===== src/common/arc_pkg.sv =====
// Shared constants and types for the converter result and sleep noise canceler block.
// Assumes a 32-bit classic Wishbone register bus and a comparator-based SAR analog front end.
package arc_pkg;

  // Register byte offsets, one aligned word each
  localparam logic [4:0] OFF_CTRL = 5'h00;
  localparam logic [4:0] OFF_STAT = 5'h04;
  localparam logic [4:0] OFF_SEL = 5'h08;
  localparam logic [4:0] OFF_RLO = 5'h0c;
  localparam logic [4:0] OFF_RHI = 5'h10;

  // Control register fields
  localparam int CTRL_EN_BIT = 0;
  localparam int CTRL_START_BIT = 1;
  localparam int CTRL_IE_BIT = 2;
  localparam int CTRL_PS_LSB = 4;

  // Status register fields
  localparam int STAT_DONE_BIT = 0;
  localparam int STAT_BUSY_BIT = 1;
  localparam int STAT_FIRST_BIT = 2;

  // Input and reference select register fields
  localparam int SEL_CHAN_LSB = 0;
  localparam int SEL_LADJ_BIT = 5;
  localparam int SEL_REF_LSB = 6;

  // Reference select codes
  localparam logic [1:0] REF_EXT = 2'h0;
  localparam logic [1:0] REF_SUPPLY = 2'h1;
  localparam logic [1:0] REF_RSVD = 2'h2;
  localparam logic [1:0] REF_INT = 2'h3;

  // Channel codes that select a differential pair
  localparam logic [4:0] DIFF_FIRST = 5'h08;
  localparam logic [4:0] DIFF_LAST = 5'h1d;

  // Conversion timing in converter clock cycles, SAR start bit and code, prescaler base
  localparam logic [4:0] CONV_NORMAL_TICKS = 5'h0d;
  localparam logic [4:0] CONV_FIRST_TICKS = 5'h19;
  localparam logic [4:0] TAIL_TICKS = 5'h0b;
  localparam logic [3:0] TOP_BIT = 4'h9;
  localparam logic [9:0] SAR_MSB = 10'h200;
  localparam logic [8:0] PS_BASE = 9'h002;

  // Sleep state codes from the sleep controller
  localparam logic [2:0] SLP_ACTIVE = 3'h0;
  localparam logic [2:0] SLP_IDLE = 3'h1;
  localparam logic [2:0] SLP_NOISE = 3'h2;

  typedef enum logic [4:0] {
    ST_IDLE = 5'b00001,
    ST_ARMED = 5'b00010,
    ST_SAMPLE = 5'b00100,
    ST_TRIAL = 5'b01000,
    ST_FINISH = 5'b10000
  } arc_fsm_t;

  // Signals toward the analog front end
  typedef struct packed {
    logic [4:0] chan;
    logic [1:0] ref_sel;
    logic bg_en;
    logic sample;
    logic busy;
    logic [9:0] dac;
  } arc_ana_t;

  // Whole state of the block
  typedef struct packed {
    arc_fsm_t st;
    arc_ana_t ana;
    logic [7:0] presc;
    logic [4:0] tick_cnt;
    logic [3:0] idx;
    logic ext;
    logic first;
    logic diff;
    logic [9:0] result;
    logic done;
    logic enable;
    logic irq_en;
    logic [2:0] presc_sel;
    logic [4:0] chan;
    logic ladj;
    logic [1:0] ref_sel;
    logic sleep_arm;
    logic sleep_conv;
    logic [2:0] cmp_sync;
    logic cmp_val;
    logic ack;
    logic [31:0] dat;
    logic wake;
    logic irq;
  } arc_regs_t;

endpackage


===== src/hdl/arc_core.sv =====
// Converter control: reference and channel select, SAR sequencing, result formatting,
// and the sleep noise canceler start. Registers sit on a classic Wishbone slave.
// Assumes an analog front end that compares the selected input against DAC_CODE and
// reports input >= code on ANA_CMP_I, settled well within one converter clock period.
//
// Notes on behaviour
// - Single-ended result is unsigned: 0 is ground, 0x3FF is reference less one step.
// - Single-ended input above reference settles at 0x3FF, never wraps low.
// - Differential result is two's complement from 0x200 up to 0x1FF.
// - Top result bit is the sign: one negative, zero positive.
// - Full positive saturates 0x1FF, minus one step 0x3FF, full negative 0x200.
// - Result bytes hold the new result when the done flag reads high.
// - Left adjust clear: right-aligned bytes; set: aligned from high byte top bit.
// - Three reference choices: supply switch, internal 2.56V bandgap, external pin.
// - Idle or low-noise sleep with core halted and interrupt enabled starts one conversion automatically.
// - Completion of the sleep conversion wakes the core and raises its interrupt.
// - Earlier wake by another source still gets the completion request later.
// - Other sleep states never switch the converter off by hardware.
// - Same channel may feed both differential inputs to measure offset.
// - Normal conversion 13 converter clocks, first after enable 25.
// - Each completion writes the result and sets the done flag.
// - Left adjust change reformats the presented bytes at once.
// - Reference field: 00 external, 01 supply, 11 internal, 10 reserved.

`timescale 1ns/1ps
`default_nettype none

module arc_core #(
  parameter logic [2:0] PS_RESET = 3'h0
) (
  input wire logic SYS_CLK_I,
  input wire logic SYS_RST_I,
  input wire logic CYC_I,
  input wire logic STB_I,
  input wire logic WE_I,
  input wire logic [4:0] ADR_I,
  input wire logic [3:0] SEL_I,
  input wire logic [31:0] DAT_I,
  output logic [31:0] DAT_O,
  output logic ACK_O,
  input wire logic ANA_CMP_I,
  output arc_pkg::arc_ana_t ANA_CTRL_O,
  input wire logic [2:0] SLEEP_MODE_I,
  input wire logic CORE_HALTED_I,
  input wire logic INT_ACK_I,
  output logic CONV_IRQ_O,
  output logic WAKE_O
);

  arc_pkg::arc_regs_t q;
  arc_pkg::arc_regs_t d;
  logic access;
  logic wr;
  logic tick;
  logic [7:0] term;
  logic [4:0] word_adr;
  logic sw_start;
  logic sleep_ok;
  logic [4:0] sh_end;
  logic [9:0] fmt;
  logic [7:0] lo_byte;
  logic [7:0] hi_byte;

  // Bus decode: one request per Wishbone cycle, ack on the clock after it and for one clock only
  assign access = CYC_I & STB_I & ~q.ack;
  assign wr = access & WE_I & SEL_I[0];
  assign word_adr = {ADR_I[4:2], 2'h0};

  // Prescaler terminal count, divide by 2 shifted left by the select field
  // Limitation: below divide-by-8 the three-flop comparator path outlasts a tick, so trial bits go stale
  assign term = 8'((arc_pkg::PS_BASE << q.presc_sel) - 9'h001);
  assign tick = q.enable & (q.presc == term);

  assign sh_end = (q.ext ? arc_pkg::CONV_FIRST_TICKS : arc_pkg::CONV_NORMAL_TICKS) - arc_pkg::TAIL_TICKS;

  // offset-binary search code turned into two's complement for a pair
  assign fmt = q.diff ? {~q.ana.dac[9], q.ana.dac[8:0]} : q.ana.dac;

  // byte layout follows the live left adjust bit, not the one at completion
  assign lo_byte = q.ladj ? {q.result[1:0], 6'h00} : q.result[7:0];
  assign hi_byte = q.ladj ? q.result[9:2] : {6'h00, q.result[9:8]};

  // sleep start: low-noise or idle sleep, core halted, interrupt enabled, converter ready
  assign sleep_ok = ((SLEEP_MODE_I == arc_pkg::SLP_IDLE) | (SLEEP_MODE_I == arc_pkg::SLP_NOISE))
                    & CORE_HALTED_I & q.enable & q.irq_en & q.sleep_arm & (q.st == arc_pkg::ST_IDLE);

  assign sw_start = wr & (word_adr == arc_pkg::OFF_CTRL) & DAT_I[arc_pkg::CTRL_START_BIT];

  // Next-state logic for the whole block
  always_comb begin
    d = q;
    d.ack = access;
    d.wake = 1'b0;

    // Comparator: three flops, a change counts once the last two agree
    d.cmp_sync = {q.cmp_sync[1:0], ANA_CMP_I};
    if (q.cmp_sync[1] == q.cmp_sync[2]) begin
      d.cmp_val = q.cmp_sync[2];
    end

    // Prescaler runs only while enabled so a fresh enable starts from a known phase
    if (!q.enable || tick) begin
      d.presc = 8'h00;
    end else begin
      d.presc = q.presc + 8'h01;
    end

    // Sleep entry bookkeeping: one automatic start per trip through active mode
    if (SLEEP_MODE_I == arc_pkg::SLP_ACTIVE) begin
      d.sleep_arm = 1'b1;
    end

    // Conversion sequencer
    case (q.st)
      arc_pkg::ST_IDLE: begin
        if (sleep_ok) begin
          // automatic start once the core has halted
          d.st = arc_pkg::ST_ARMED;
          d.sleep_conv = 1'b1;
          d.sleep_arm = 1'b0;
        end else if (sw_start && q.enable) begin
          d.st = arc_pkg::ST_ARMED;
          d.sleep_conv = 1'b0;
        end
      end
      arc_pkg::ST_ARMED: begin
        if (tick) begin
          // first conversion after enable takes the extended path
          d.st = arc_pkg::ST_SAMPLE;
          d.ext = q.first;
          d.first = 1'b0;
          d.tick_cnt = 5'h00;
        end
      end
      arc_pkg::ST_SAMPLE: begin
        if (tick) begin
          d.tick_cnt = q.tick_cnt + 5'h01;
          if (q.tick_cnt == sh_end - 5'h01) begin
            d.st = arc_pkg::ST_TRIAL;
            d.ana.dac = arc_pkg::SAR_MSB;
            d.idx = arc_pkg::TOP_BIT;
          end
        end
      end
      arc_pkg::ST_TRIAL: begin
        if (tick) begin
          // a bit kept while input stays above the trial code saturates at the top
          d.tick_cnt = q.tick_cnt + 5'h01;
          if (!q.cmp_val) begin
            d.ana.dac[q.idx] = 1'b0;
          end
          if (q.idx == 4'h0) begin
            d.st = arc_pkg::ST_FINISH;
          end else begin
            d.ana.dac[4'(q.idx - 4'h1)] = 1'b1;
            d.idx = q.idx - 4'h1;
          end
        end
      end
      arc_pkg::ST_FINISH: begin
        if (tick) begin
          // result and flag written in the same edge
          d.st = arc_pkg::ST_IDLE;
          d.result = fmt;
          // wake only if the core is still asleep; otherwise the request stands alone
          d.wake = q.sleep_conv & CORE_HALTED_I;
          d.sleep_conv = 1'b0;
        end
      end
      default: begin
        d.st = arc_pkg::ST_IDLE;
      end
    endcase

    // selection follows the register until sampling begins, stays locked through the trials, then follows again at finish
    if ((q.st == arc_pkg::ST_IDLE) || (q.st == arc_pkg::ST_ARMED) || (q.st == arc_pkg::ST_FINISH)) begin
      d.ana.chan = q.chan;
      d.ana.ref_sel = q.ref_sel;
      d.diff = (q.chan >= arc_pkg::DIFF_FIRST) && (q.chan <= arc_pkg::DIFF_LAST);
    end

    // Register writes
    if (wr) begin
      case (word_adr)
        arc_pkg::OFF_CTRL: begin
          d.enable = DAT_I[arc_pkg::CTRL_EN_BIT];
          d.irq_en = DAT_I[arc_pkg::CTRL_IE_BIT];
          d.presc_sel = DAT_I[arc_pkg::CTRL_PS_LSB +: 3];
          if (!q.enable && DAT_I[arc_pkg::CTRL_EN_BIT]) begin
            d.first = 1'b1;
          end
          if (!DAT_I[arc_pkg::CTRL_EN_BIT]) begin
            // Turning off mid-conversion abandons it; the old result stays
            d.st = arc_pkg::ST_IDLE;
            d.sleep_conv = 1'b0;
          end else if (!q.enable && DAT_I[arc_pkg::CTRL_START_BIT]) begin
            // Enable and start in one write gives an extended first conversion
            d.st = arc_pkg::ST_ARMED;
            d.sleep_conv = 1'b0;
          end
        end
        arc_pkg::OFF_STAT: begin
          if (DAT_I[arc_pkg::STAT_DONE_BIT]) begin
            d.done = 1'b0;
          end
        end
        arc_pkg::OFF_SEL: begin
          // reference code passed to the front end as written
          d.chan = DAT_I[arc_pkg::SEL_CHAN_LSB +: 5];
          d.ladj = DAT_I[arc_pkg::SEL_LADJ_BIT];
          d.ref_sel = DAT_I[arc_pkg::SEL_REF_LSB +: 2];
        end
        default: begin
        end
      endcase
    end

    // Interrupt vector fetch also clears the flag
    if (INT_ACK_I) begin
      d.done = 1'b0;
    end

    // completion sets the flag and wins over a clear in the same cycle
    if ((q.st == arc_pkg::ST_FINISH) && tick) begin
      d.done = 1'b1;
    end

    // Register reads, answered one cycle after the request
    if (access && !WE_I) begin
      case (word_adr)
        arc_pkg::OFF_CTRL: begin
          d.dat = {25'h0000000, q.presc_sel, 1'b0, q.irq_en, (q.st != arc_pkg::ST_IDLE), q.enable};
        end
        arc_pkg::OFF_STAT: begin
          d.dat = {29'h00000000, q.first, (q.st != arc_pkg::ST_IDLE), q.done};
        end
        arc_pkg::OFF_SEL: begin
          d.dat = {24'h000000, q.ref_sel, q.ladj, q.chan};
        end
        arc_pkg::OFF_RLO: begin
          // result register only changes at completion
          d.dat = {24'h000000, lo_byte};
        end
        arc_pkg::OFF_RHI: begin
          d.dat = {24'h000000, hi_byte};
        end
        default: begin
          d.dat = 32'h00000000;
        end
      endcase
    end

    // no sleep state, the two above included, touches the enable bit
    d.ana.sample = (d.st == arc_pkg::ST_SAMPLE);
    d.ana.busy = (d.st != arc_pkg::ST_IDLE);
    d.ana.bg_en = (d.ana.ref_sel == arc_pkg::REF_INT);
    // request raised whatever woke the core
    d.irq = d.done & d.irq_en;
  end

  // State register
  always_ff @(posedge SYS_CLK_I) begin
    if (SYS_RST_I) begin
      q <= '0;
      q.st <= arc_pkg::ST_IDLE;
      q.presc_sel <= PS_RESET;
    end else begin
      q <= d;
    end
  end

  // Outputs straight from state flops
  assign DAT_O = q.dat;
  assign ACK_O = q.ack;
  assign ANA_CTRL_O = q.ana;
  assign CONV_IRQ_O = q.irq;
  assign WAKE_O = q.wake;

endmodule

`default_nettype wire


===== config.mk =====
export PLATFORM = sky130hd
export DESIGN_NAME = arc_core
export DESIGN_NICKNAME = d
export VERILOG_FILES = /design/src/common/arc_pkg.sv /design/src/hdl/arc_core.sv
export SDC_FILE = /design/constraint.sdc
export NUM_CORES = 1
export LEC_CHECK = 0
export BUFFER_PORTS_ARGS = -buffer_cell sky130_fd_sc_hd__buf_4
export CORE_ASPECT_RATIO = 0.5
export CORE_MARGIN = 5
export CORE_UTILIZATION = 55
export DETAILED_ROUTE_END_ITERATION = 16
export GPL_TIMING_DRIVEN = 0
export PLACE_DENSITY = 0.81
export SYNTH_ARGS = -nofsm -noshare
export SYNTH_HDL_FRONTEND = slang
export SYNTH_SLANG_ARGS = --single-unit

===== constraint.sdc =====
create_clock -name SYS_CLK_I -period 9.3 [get_ports SYS_CLK_I]
set_input_delay 0.93 -clock SYS_CLK_I [delete_from_list [all_inputs] [get_ports SYS_CLK_I]]
set_output_delay 0.93 -clock SYS_CLK_I [all_outputs]
set_load 0.05 [all_outputs]

; Word-level counts from Yosys, hierarchy flattened
; Cells that the tools add are included.
[totals]
register_bits = 110
input_bits = 52
out_inout_bits = 55
wordCells = 175
[classes]
n_addsub = 6
n_lt_le_gt_ge = 6
n_eq_ne = 23
n_shift = 1
n_mux = 61
bitwise = 22
reduce_logical = 27
[ops]
columns = cell, n
row1 = two-way mux 10 bit, 8
row2 = two-way mux 5 bit, 15
row3 = case mux 8 bit (5 select lines), 1
row4 = case mux 5 bit (5 select lines), 1
row5 = two-way mux 8 bit, 3
row6 = two-way mux 1 bit, 21
row7 = case mux 10 bit (2 select lines), 1
row8 = two-way mux 9 bit, 2
row9 = case mux 5 bit (3 select lines), 1
row10 = bitwise AND 1 bit, 14
row11 = two-way mux 14 bit, 1
row12 = bitwise AND 10 bit, 1
row13 = "== test 5 x 3 -> 1 bit, second input constant", 2
row14 = "< comparator 4 x 5 -> 1 bit, second input constant", 2
row15 = "inequality test 2 bit, second input constant", 5
row16 = "inequality test 5 x 1 -> 1 bit, second input constant", 2
row17 = NOT 10 bit, 1
row18 = bitwise OR 10 bit, 1
row19 = "== test 3 x 2 -> 1 bit, second input constant", 3
row20 = "adder 8 x 1 -> 8 bit, second input constant", 1
row21 = demux 1 bit (select 4 bit), 2
row22 = == test 8 bit, 1
row23 = "greater-or-equal comparator 4 x 1 -> 1 bit, second input constant", 2
row24 = logical AND 1 bit, 8
row25 = other kinds (35), 47

; Logic depth before layout (Yosys ltp)
; Gate-level depths: netlist of the first run.
[logic_depth]
word_depth = 15
depth_mapped = 12
mapped_depth_nobuf = 9

; Worst setup path after synthesis of the first run
; Ideal clock, no wire load.
[synth_path]
path_type = register -> register
from = register q[51] in the netlist's numbering
to = register q (netlist bit ANA_CTRL_O[9])
arrival_ns = 2.912
required_time_ns = 9.168
slack_ns = 6.255
stages_incl_launch_ff = 12
n_path_buf = 3
period_less_slack_ns = 3.045
cell_sequence = dfxtp_1 > buf_6 > or3_4 > ha_1 > buf_2 > xor2_1 > mux2i_1 > o2111ai_4 > or4_4 > buf_6 > o41ai_2 > a21oi_1
[synth_via]
elab_chain_len = 6
[synth_rtl]
columns = item, line_no
row1 = from (decl), arc_core.sv:50  ; arc_pkg::arc_regs_t q;
row2 = left shift 2 x 3 -> 8 bit (*), arc_core.sv:71  ; assign term = 8'((arc_pkg::PS_BASE << q.presc_sel) - 9'h001);
row3 = subtractor 8 x 1 -> 8 bit (*), arc_core.sv:71
row4 = == test 8 bit (*), arc_core.sv:72  ; assign tick = q.enable & (q.presc == term);
row5 = bitwise AND 1 bit (*), arc_core.sv:72
row6 = inequality test 2 bit (no line), n/a
row7 = AND reduction 4 bit (no line) (*), n/a
; Mark *: on every way between the ends. The rest lies on a longest branch, timed or not.
; A chain may end at the register's enable or synchronous reset.

; Worst setup path in the final report of the first run
[layout_path]
from = register q[51] in the netlist's numbering
to = register q[68] in the netlist's numbering
[layout_via]
elab_chain_len = 6
[layout_rtl]
columns = item, line_no
row1 = left shift 2 x 3 -> 8 bit (*), arc_core.sv:71
row2 = subtractor 8 x 1 -> 8 bit (*), arc_core.sv:71
row3 = == test 8 bit (*), arc_core.sv:72
row4 = bitwise AND 1 bit (*), arc_core.sv:72
row5 = inequality test 2 bit (no line), n/a
row6 = AND reduction 5 bit (no line) (*), n/a
; Marked as above.

==> results of run 1 <==
-- report_power, final --
group	total [mW]	switching [mW]	internal (mW)
registers	0.371	0.000965	0.370
clock network	0.354	0.142	0.213
logic	0.0682	0.0471	0.0211
-- cells by family after synthesis --
logic type	count (synthesis)	share of synthesized area, %
adders and majority gates	9	2.30
DFF	86	35.1
muxes	37	7.86
and+or+nand+nor	232	24.2
AOI/OAI and AO/OA	114	16.3
buffers and inverters	96	11.7
other	1	0.0765
xor gates and xnor gates	14	2.50
-- Yosys cell counts, drive strengths merged, types with 2 or more instances --
cell type and count:
a22o 7, ha 9, xnor2 7, dfxtp 86
a21oi 22, buf 61, nand4bb 3, o221ai 2
a221oi 2, o21ai 32, o211ai 4, a21o 5
a31oi 8, nand4 6, and3 10, o21bai 3
nor4 6, or3 7, nor3 16, mux2 2
o21a 3, nand3b 5, nand2b 8, or2 7
xor2 7, nand3 16, and2 5, nand2 40
nor2 78, mux2i 34, nor2b 16, a22oi 8
a32oi 3, inv 12, nor3b 3, a211oi 2
a311oi 2, clkbuf 23
-- flip-flops by register name, indices dropped and copies added (netlist names) --
signal      count
ACK_O           1
ANA_CTRL_O     20
CONV_IRQ_O      1
DAT_O           8
WAKE_O          1
d               2
q              53
-- cells in the final DEF (no fill, tap or decap), types with 4 or more instances in the layout --
master	synthesis	layout
o21ai_0	31	31
ha_1	9	9
clkbuf_1	23	24
buf_4	52	104
nand2_1	40	40
nor2_1	77	77
nand2b_1	8	8
clkbuf_16	0	9
or2_2	7	7
o211ai_1	4	4
nand3_1	16	16
and2_1	4	4
dfxtp_1	86	86
nand3b_1	5	5
inv_1	12	12
buf_2	4	4
a21o_1	5	5
and3_1	10	10
nor3_1	15	15
mux2i_1	34	34
a22o_1	7	7
nor2b_1	16	16
xnor2_1	7	7
nor4_1	4	4
nand4_1	6	6
a31oi_1	8	8
a21oi_1	22	22
xor2_1	7	7
a22oi_1	8	8
or3_1	6	6
conb_1	1	24
-- worst min-delay path by stage --
stage,slack (ns),endpoint,cells after the start,startpoint
after floorplan,0.41,d[38]$_SDFF_PP0_,1,d[37]$_SDFF_PP0_
after global placement,0.42,d[38]$_SDFF_PP0_,1,d[37]$_SDFF_PP0_
after detailed placement,0.42,d[38]$_SDFF_PP0_,1,d[37]$_SDFF_PP0_
after CTS,0.44,d[38]$_SDFF_PP0_,1,d[37]$_SDFF_PP0_
after global routing,0.46,d[38]$_SDFF_PP0_,1,d[37]$_SDFF_PP0_
final,0.44,d[38]$_SDFF_PP0_,1,d[37]$_SDFF_PP0_
-- worst max-delay path, stage by stage (launching register included) --
cell and delay [ns]:
dfxtp_1 0.34, buf_6 0.14, or3_4 0.39, ha_1 0.19, buf_2 0.17, xor2_1 0.28
mux2i_1 0.34, o2111ai_4 0.26, nor4_1 0.76, a21oi_1 0.17, a311oi_1 0.30
-- routing by layer --
layer	track usage, %	vias up	part of all wire (%)
met5	0	-	0
met4	4.32	0	0.98
met3	6.71	18	9.9
met2	33.6	199	43
met1	32.5	2048	46
li1	-	2169	-
-- through the flow --
stage / hold WS [ns] / instances / total power, mW
6_report: 0.436 / 796 / 0.794
5_1_grt: 0.457 / 796 / 0.821
4_1_cts: 0.438 / 796 / 0.798
3_5_place_dp: 0.424 / 781 / 0.446
3_3_place_gp: 0.417 / 781 / 0.446
2_1_floorplan: 0.414 / 612 / 0.429
-- cell type report --
cell class | count | share of cell area [%]
multi-input cells | 430 | 46.3
flip-flops and latches | 86 | 29.6
plain buffers | 84 | 9.12
repair buffers | 52 | 6.71
clock buffers | 11 | 4.17
well taps | 117 | 2.52
clock inverters | 4 | 0.817
inverters | 12 | 0.774
==> reports/qor.yml, run 1 <==
floorplan:
  die_y_um: 76.8
  dieArea_mm2: 0.0110
  initial_core_util_pct: 56.3
  die_x_um: 144
  ios: 107
  rows: 24
  core_area_mm2: 0.00871
pwr:
  power_density_mw_per_mm2: 136
  total_leakage_power_nw: 2.31
  max-vdd-ir-drop_v: 0.0000905
global_route:
  grt_pass1_wl_um: 20100
  antenna_found_initial: 0
  grt_pass1_vias: 4025
  grt_max_degree: 14
  grt.total_usage_pct: 22.6
  grt-ovfl-total: 0
worst_setup_path:
  rr_endpoint: "q[68]$_SDFFE_PP0P_"
  r2r_setup_slack_ns: 5.85
  crit_arrival_ns: 3.69
  reg2reg_depth: 10
  r2r_start: "q[51]$_SDFFE_PP0P_"
  crit_type: "reg2reg"
  worstSetupEndpointType: "register"
  startpoint_type: "register"
  startpoint: "q[51]$_SDFFE_PP0P_"
  crit_path_max_fanout: 10
  worstPathRequired_ns: 9.53
  endpoint: "q[68]$_SDFFE_PP0P_"
place:
  dp_hpwl_um: 9200
  postPlaceCellArea_mm2: 0.00553
  place_ws_ns: 5.90
  globalplace.congestion: 0.913
  port_buffers: 52
drt:
  vias: 4434
  viasPerCell: 5.57
  wire_per_inst_um: 15.6
  drt-pass1-iter-count: 5
  routed_wl_um: 12400
  route.detailed.drc: 0
  drtIter0Drc: 472
  ant_nets: 0
cells_and_area:
  regArea_mm2: 0.00172
  fillerInstances: 749
  fin_util_pct: 66.8
  layout.nets: 736
  diodes: 0
  layout-drive-gt1-share_pct: 21.5
  design_area_mm2: 0.00582
  multi_input_area_mm2: 0.00269
  areaGrowthSynthToFinish_pct: 18.6
synth:
  synth_top_area_share_pct: 35.1
  synth_cell_types: 67
  ys_async_sr_fraction_pct: 0
  synth_edf_count: 0
  ys_warn_count: 0
  netlist_instances: 589
  syn_avg_cell_area_um2: 8.33
  syn_area_mm2: 0.00490
  synth_seq_area_share_pct: 35.1
  synthTopCellsByArea: "dfxtp_1 35%, buf_4 8.0%, mux2i_1 6.9%"
  synth_seq_cells: 86
  synth_ff_type: "dfxtp_1"
  synth_largest_area_cell: "dfxtp_1"
clock_network:
  clkLatencyLatePin_ns: 0.34
  hold_buffers: 0
  cts_resized: 0
  clk_pin_slew_ns: 0.06
  cts-root-buf: "clkbuf_16"
  cts_sinks: 86
  cts_tree: "yes"
  htree_levels: 3
  cts_buffer_depth: 2
  cts_buffers: 9
  postCtsSetupBuffers: 0
timing:
  hold_violations: 0
  drv_slew: 0
  slew_headroom_pct: 38.0
  tightest_slew_ns: 0.923
  finalSetupTns_ns: 0
  skew_ns: 0.00800
  max_freq_mhz: 290
  rsz0062_at_grt: "false"
  fin_ws_ns: 5.85
  finalSetupViolCount: 0
  period_minus_slack_ns: 3.45
  post-route-period-util_pct: 37.1
min_path:
  min_path_type: "reg2reg"
flow_run:
  maxCapViolations: 0
status:
  status: "completed"
No activity file was read; power rests on OpenSTA's default activity.
==> inputs of run 2 (changes only) <==
CORE_UTILIZATION = 50   (was 55)
PLACE_DENSITY = 0.77   (was 0.81)
clock period = 2.95 ns   (was 9.3 ns; I/O delays follow)
==> run 2 against run 1 <==
The flow now finishes with violations (setup timing). Worst hold slack got worse by 0.27 ns. Register-to-register slack got worse by 5.9 ns. Critical path type unchanged. Critical endpoint is now q[57]$_SDFFE_PP0P_. Highest routed layer unchanged. Sequential cell count unchanged. First-iteration DRC count increased by 12%. Design area increased by 6.4%.
==> reports/qor.yml, run 2 (synthesis results as in run 1) <==
floorplan:
  rows: 25
  initial_core_util_pct: 51.6
  ios: 107
  die_x_um: 150
  die_y_um: 80.0
  dieArea_mm2: 0.0120
  core_area_mm2: 0.00951
min_path:
  hold_depth: 2
  min_path_type: "in2reg"
  min_to: "d[37]$_SDFF_PP0_"
  holdCritStartpoint: "ANA_CMP_I"
global_route:
  grt-ovfl-total: 0
  grt_pass1_vias: 4180
  antenna_found_initial: 0
  grt_pass1_wl_um: 21200
  grt.total_usage_pct: 22.4
  grt_max_degree: 14
drt:
  wire_per_inst_um: 16.3
  drtIter0Drc: 530
  routed_wl_um: 13600
  drt-pass1-iter-count: 5
  ant_nets: 0
  vias: 4628
  route.detailed.drc: 0
  viasPerCell: 5.55
timing:
  finalSetupViolCount: 1
  tightest_slew_ns: 0.801
  period_minus_slack_ns: 2.96
  post-route-period-util_pct: 100
  fin_ws_ns: -0.0110
  max_freq_mhz: 338
  hold_violations: 0
  drv_slew: 0
  rsz0062_at_grt: "true"
  holdWs_ns: 0.163
  skew_ns: 0.00972
  slew_headroom_pct: 46.1
cells_and_area:
  design_area_mm2: 0.00619
  mostFrequentLayoutCell: "buf_4"
  areaGrowthSynthToFinish_pct: 26.2
  diodes: 0
  layout.nets: 756
  fillerInstances: 792
  final_cell_mix: "124 x buf_4, 83 x dfxtp_1, 76 x nor2_1"
  layout-drive-gt1-share_pct: 25.8
  regMostFlops: "q"
  largest_reg_flops: 53
  stdcell_count: 834
worst_setup_path:
  worstPathRequired_ns: 3.16
  r2r_start: "q[51]$_SDFFE_PP0P_"
  r2r_setup_slack_ns: -0.01
  crit_arrival_ns: 3.17
  path_buf_inv: 3
  crit_chain: "or3_4 -> ha_4 -> xor2_4 -> mux2i_2 -> o2111ai_4 -> buf_12 -> buf_6 -> nor4_4 -> buf_6 -> mux2i_1 -> nor2_1"
  crit_type: "reg2reg"
  crit_family: "simple AND/OR/NAND/NOR gates"
  slowest_stage: "or3_4"
  worst_path_most_repeated_cell: "buf_6"
  reg2reg_depth: 11
  rr_endpoint: "q[57]$_SDFFE_PP0P_"
  path_depth: 11
  startpoint_type: "register"
  crit_path_max_incr_delay_ns: 0.40
  worstSetupEndpointType: "register"
  crit_path_max_fanout: 8
place:
  place_inst: 799
  globalplace.congestion: 0.914
  postPlaceCellArea_mm2: 0.00556
  port_buffers: 52
  dp_hpwl_um: 9310
  place_ws_ns: -0.322
pwr:
  power_density_mw_per_mm2: 408
  total_leakage_power_nw: 2.48
  max-vdd-ir-drop_v: 0.000288
  total_power_mw: 2.52
clock_network:
  cts_buffers: 9
  clk_pin_slew_ns: 0.06
  clkLatencyLatePin_ns: 0.35
  htree_levels: 3
  cts-root-buf: "clkbuf_16"
  cts_buffer_depth: 2
  cts_sinks: 86
  cts_tree: "yes"
status:
  status: "finished, violations left"
  violations: "setup timing"
flow_run:
  maxCapViolations: 0
## run 2: cell types whose count changed in the layout (fill, tap and decap cells not counted), moves of 2 or more
cell     previous run  this run
buf_2               4         0
nor4_2              2         0
buf_4             104       124
dfxtp_2             0         2
nor4_1              4         2
buf_12              0         2
nor4_4              0         4
dfxtp_1            86        83
## run 2: where the power goes
part | total [mW] | switching [mW] | internal (mW)
clock | 1.13 | 0.463 | 0.672
sequential | 1.17 | 0.00345 | 1.17
combinational | 0.220 | 0.151 | 0.0686
## run 2: repair_timing
action                     CTS  global route
gates cloned                 0             2
hold buffers                 0             0
pin swaps                   13             9
setup endpoints to repair   45            43
setup buffers               13            10
resized for setup           26             7
## run 2: worst max-delay path by stage
stage	start	to	slack, ns
6_report	q[51]$_SDFFE_PP0P_	q[57]$_SDFFE_PP0P_	-0.01
5_1_grt	q[51]$_SDFFE_PP0P_	q[55]$_SDFFE_PP0P_	-0.07
4_1_cts	q[49]$_SDFFE_PP0P_	ANA_CTRL_O[0]$_SDFFE_PP0P_	-0.003
3_5_place_dp	q[49]$_SDFFE_PP0P_	q[84]$_SDFF_PP0_	-0.32
3_3_place_gp	q[49]$_SDFFE_PP0P_	q[84]$_SDFF_PP0_	-0.28
2_1_floorplan	q[51]$_SDFFE_PP0P_	ANA_CTRL_O[9]$_SDFFE_PP0P_	0.002
## run 2: layout make-up
class                           instances  area, um2  share of cell area [%]
Buffer                                 79        510                    8.25
Clock buffer                           11        243                    3.92
Clock inverter                          4       47.5                   0.768
Inverter                               12       45.0                   0.728
Multi-Input combinational cell        430       2830                    45.8
Sequential cell                        86       1730                    27.9
Tap cell                              135        169                    2.73
Timing Repair Buffer                   77        614                    9.93
## run 2: stage by stage
| stage | TNS (ns) | util, % |
|---|---|---|
| after detailed placement | -9.23 | 58.4 |
| final | -0.0110 | 65.1 |
| after CTS | -0.00391 | 64.0 |
| after global routing | -0.530 | 65.1 |
| after global placement | -7.38 | 58.4 |
| after floorplan | 0 | - |
## run 2: metal layers
| layer | vias up | global-route usage, % | wire length [um] |
|---|---|---|---|
| li1 | 2215 | - | - |
| met1 | 2131 | 30.2 | 6140 |
| met2 | 254 | 35.0 | 5980 |
| met3 | 28 | 6.92 | 1230 |
| met4 | 0 | 5.11 | 240 |
| met5 | - | 0 | 0 |
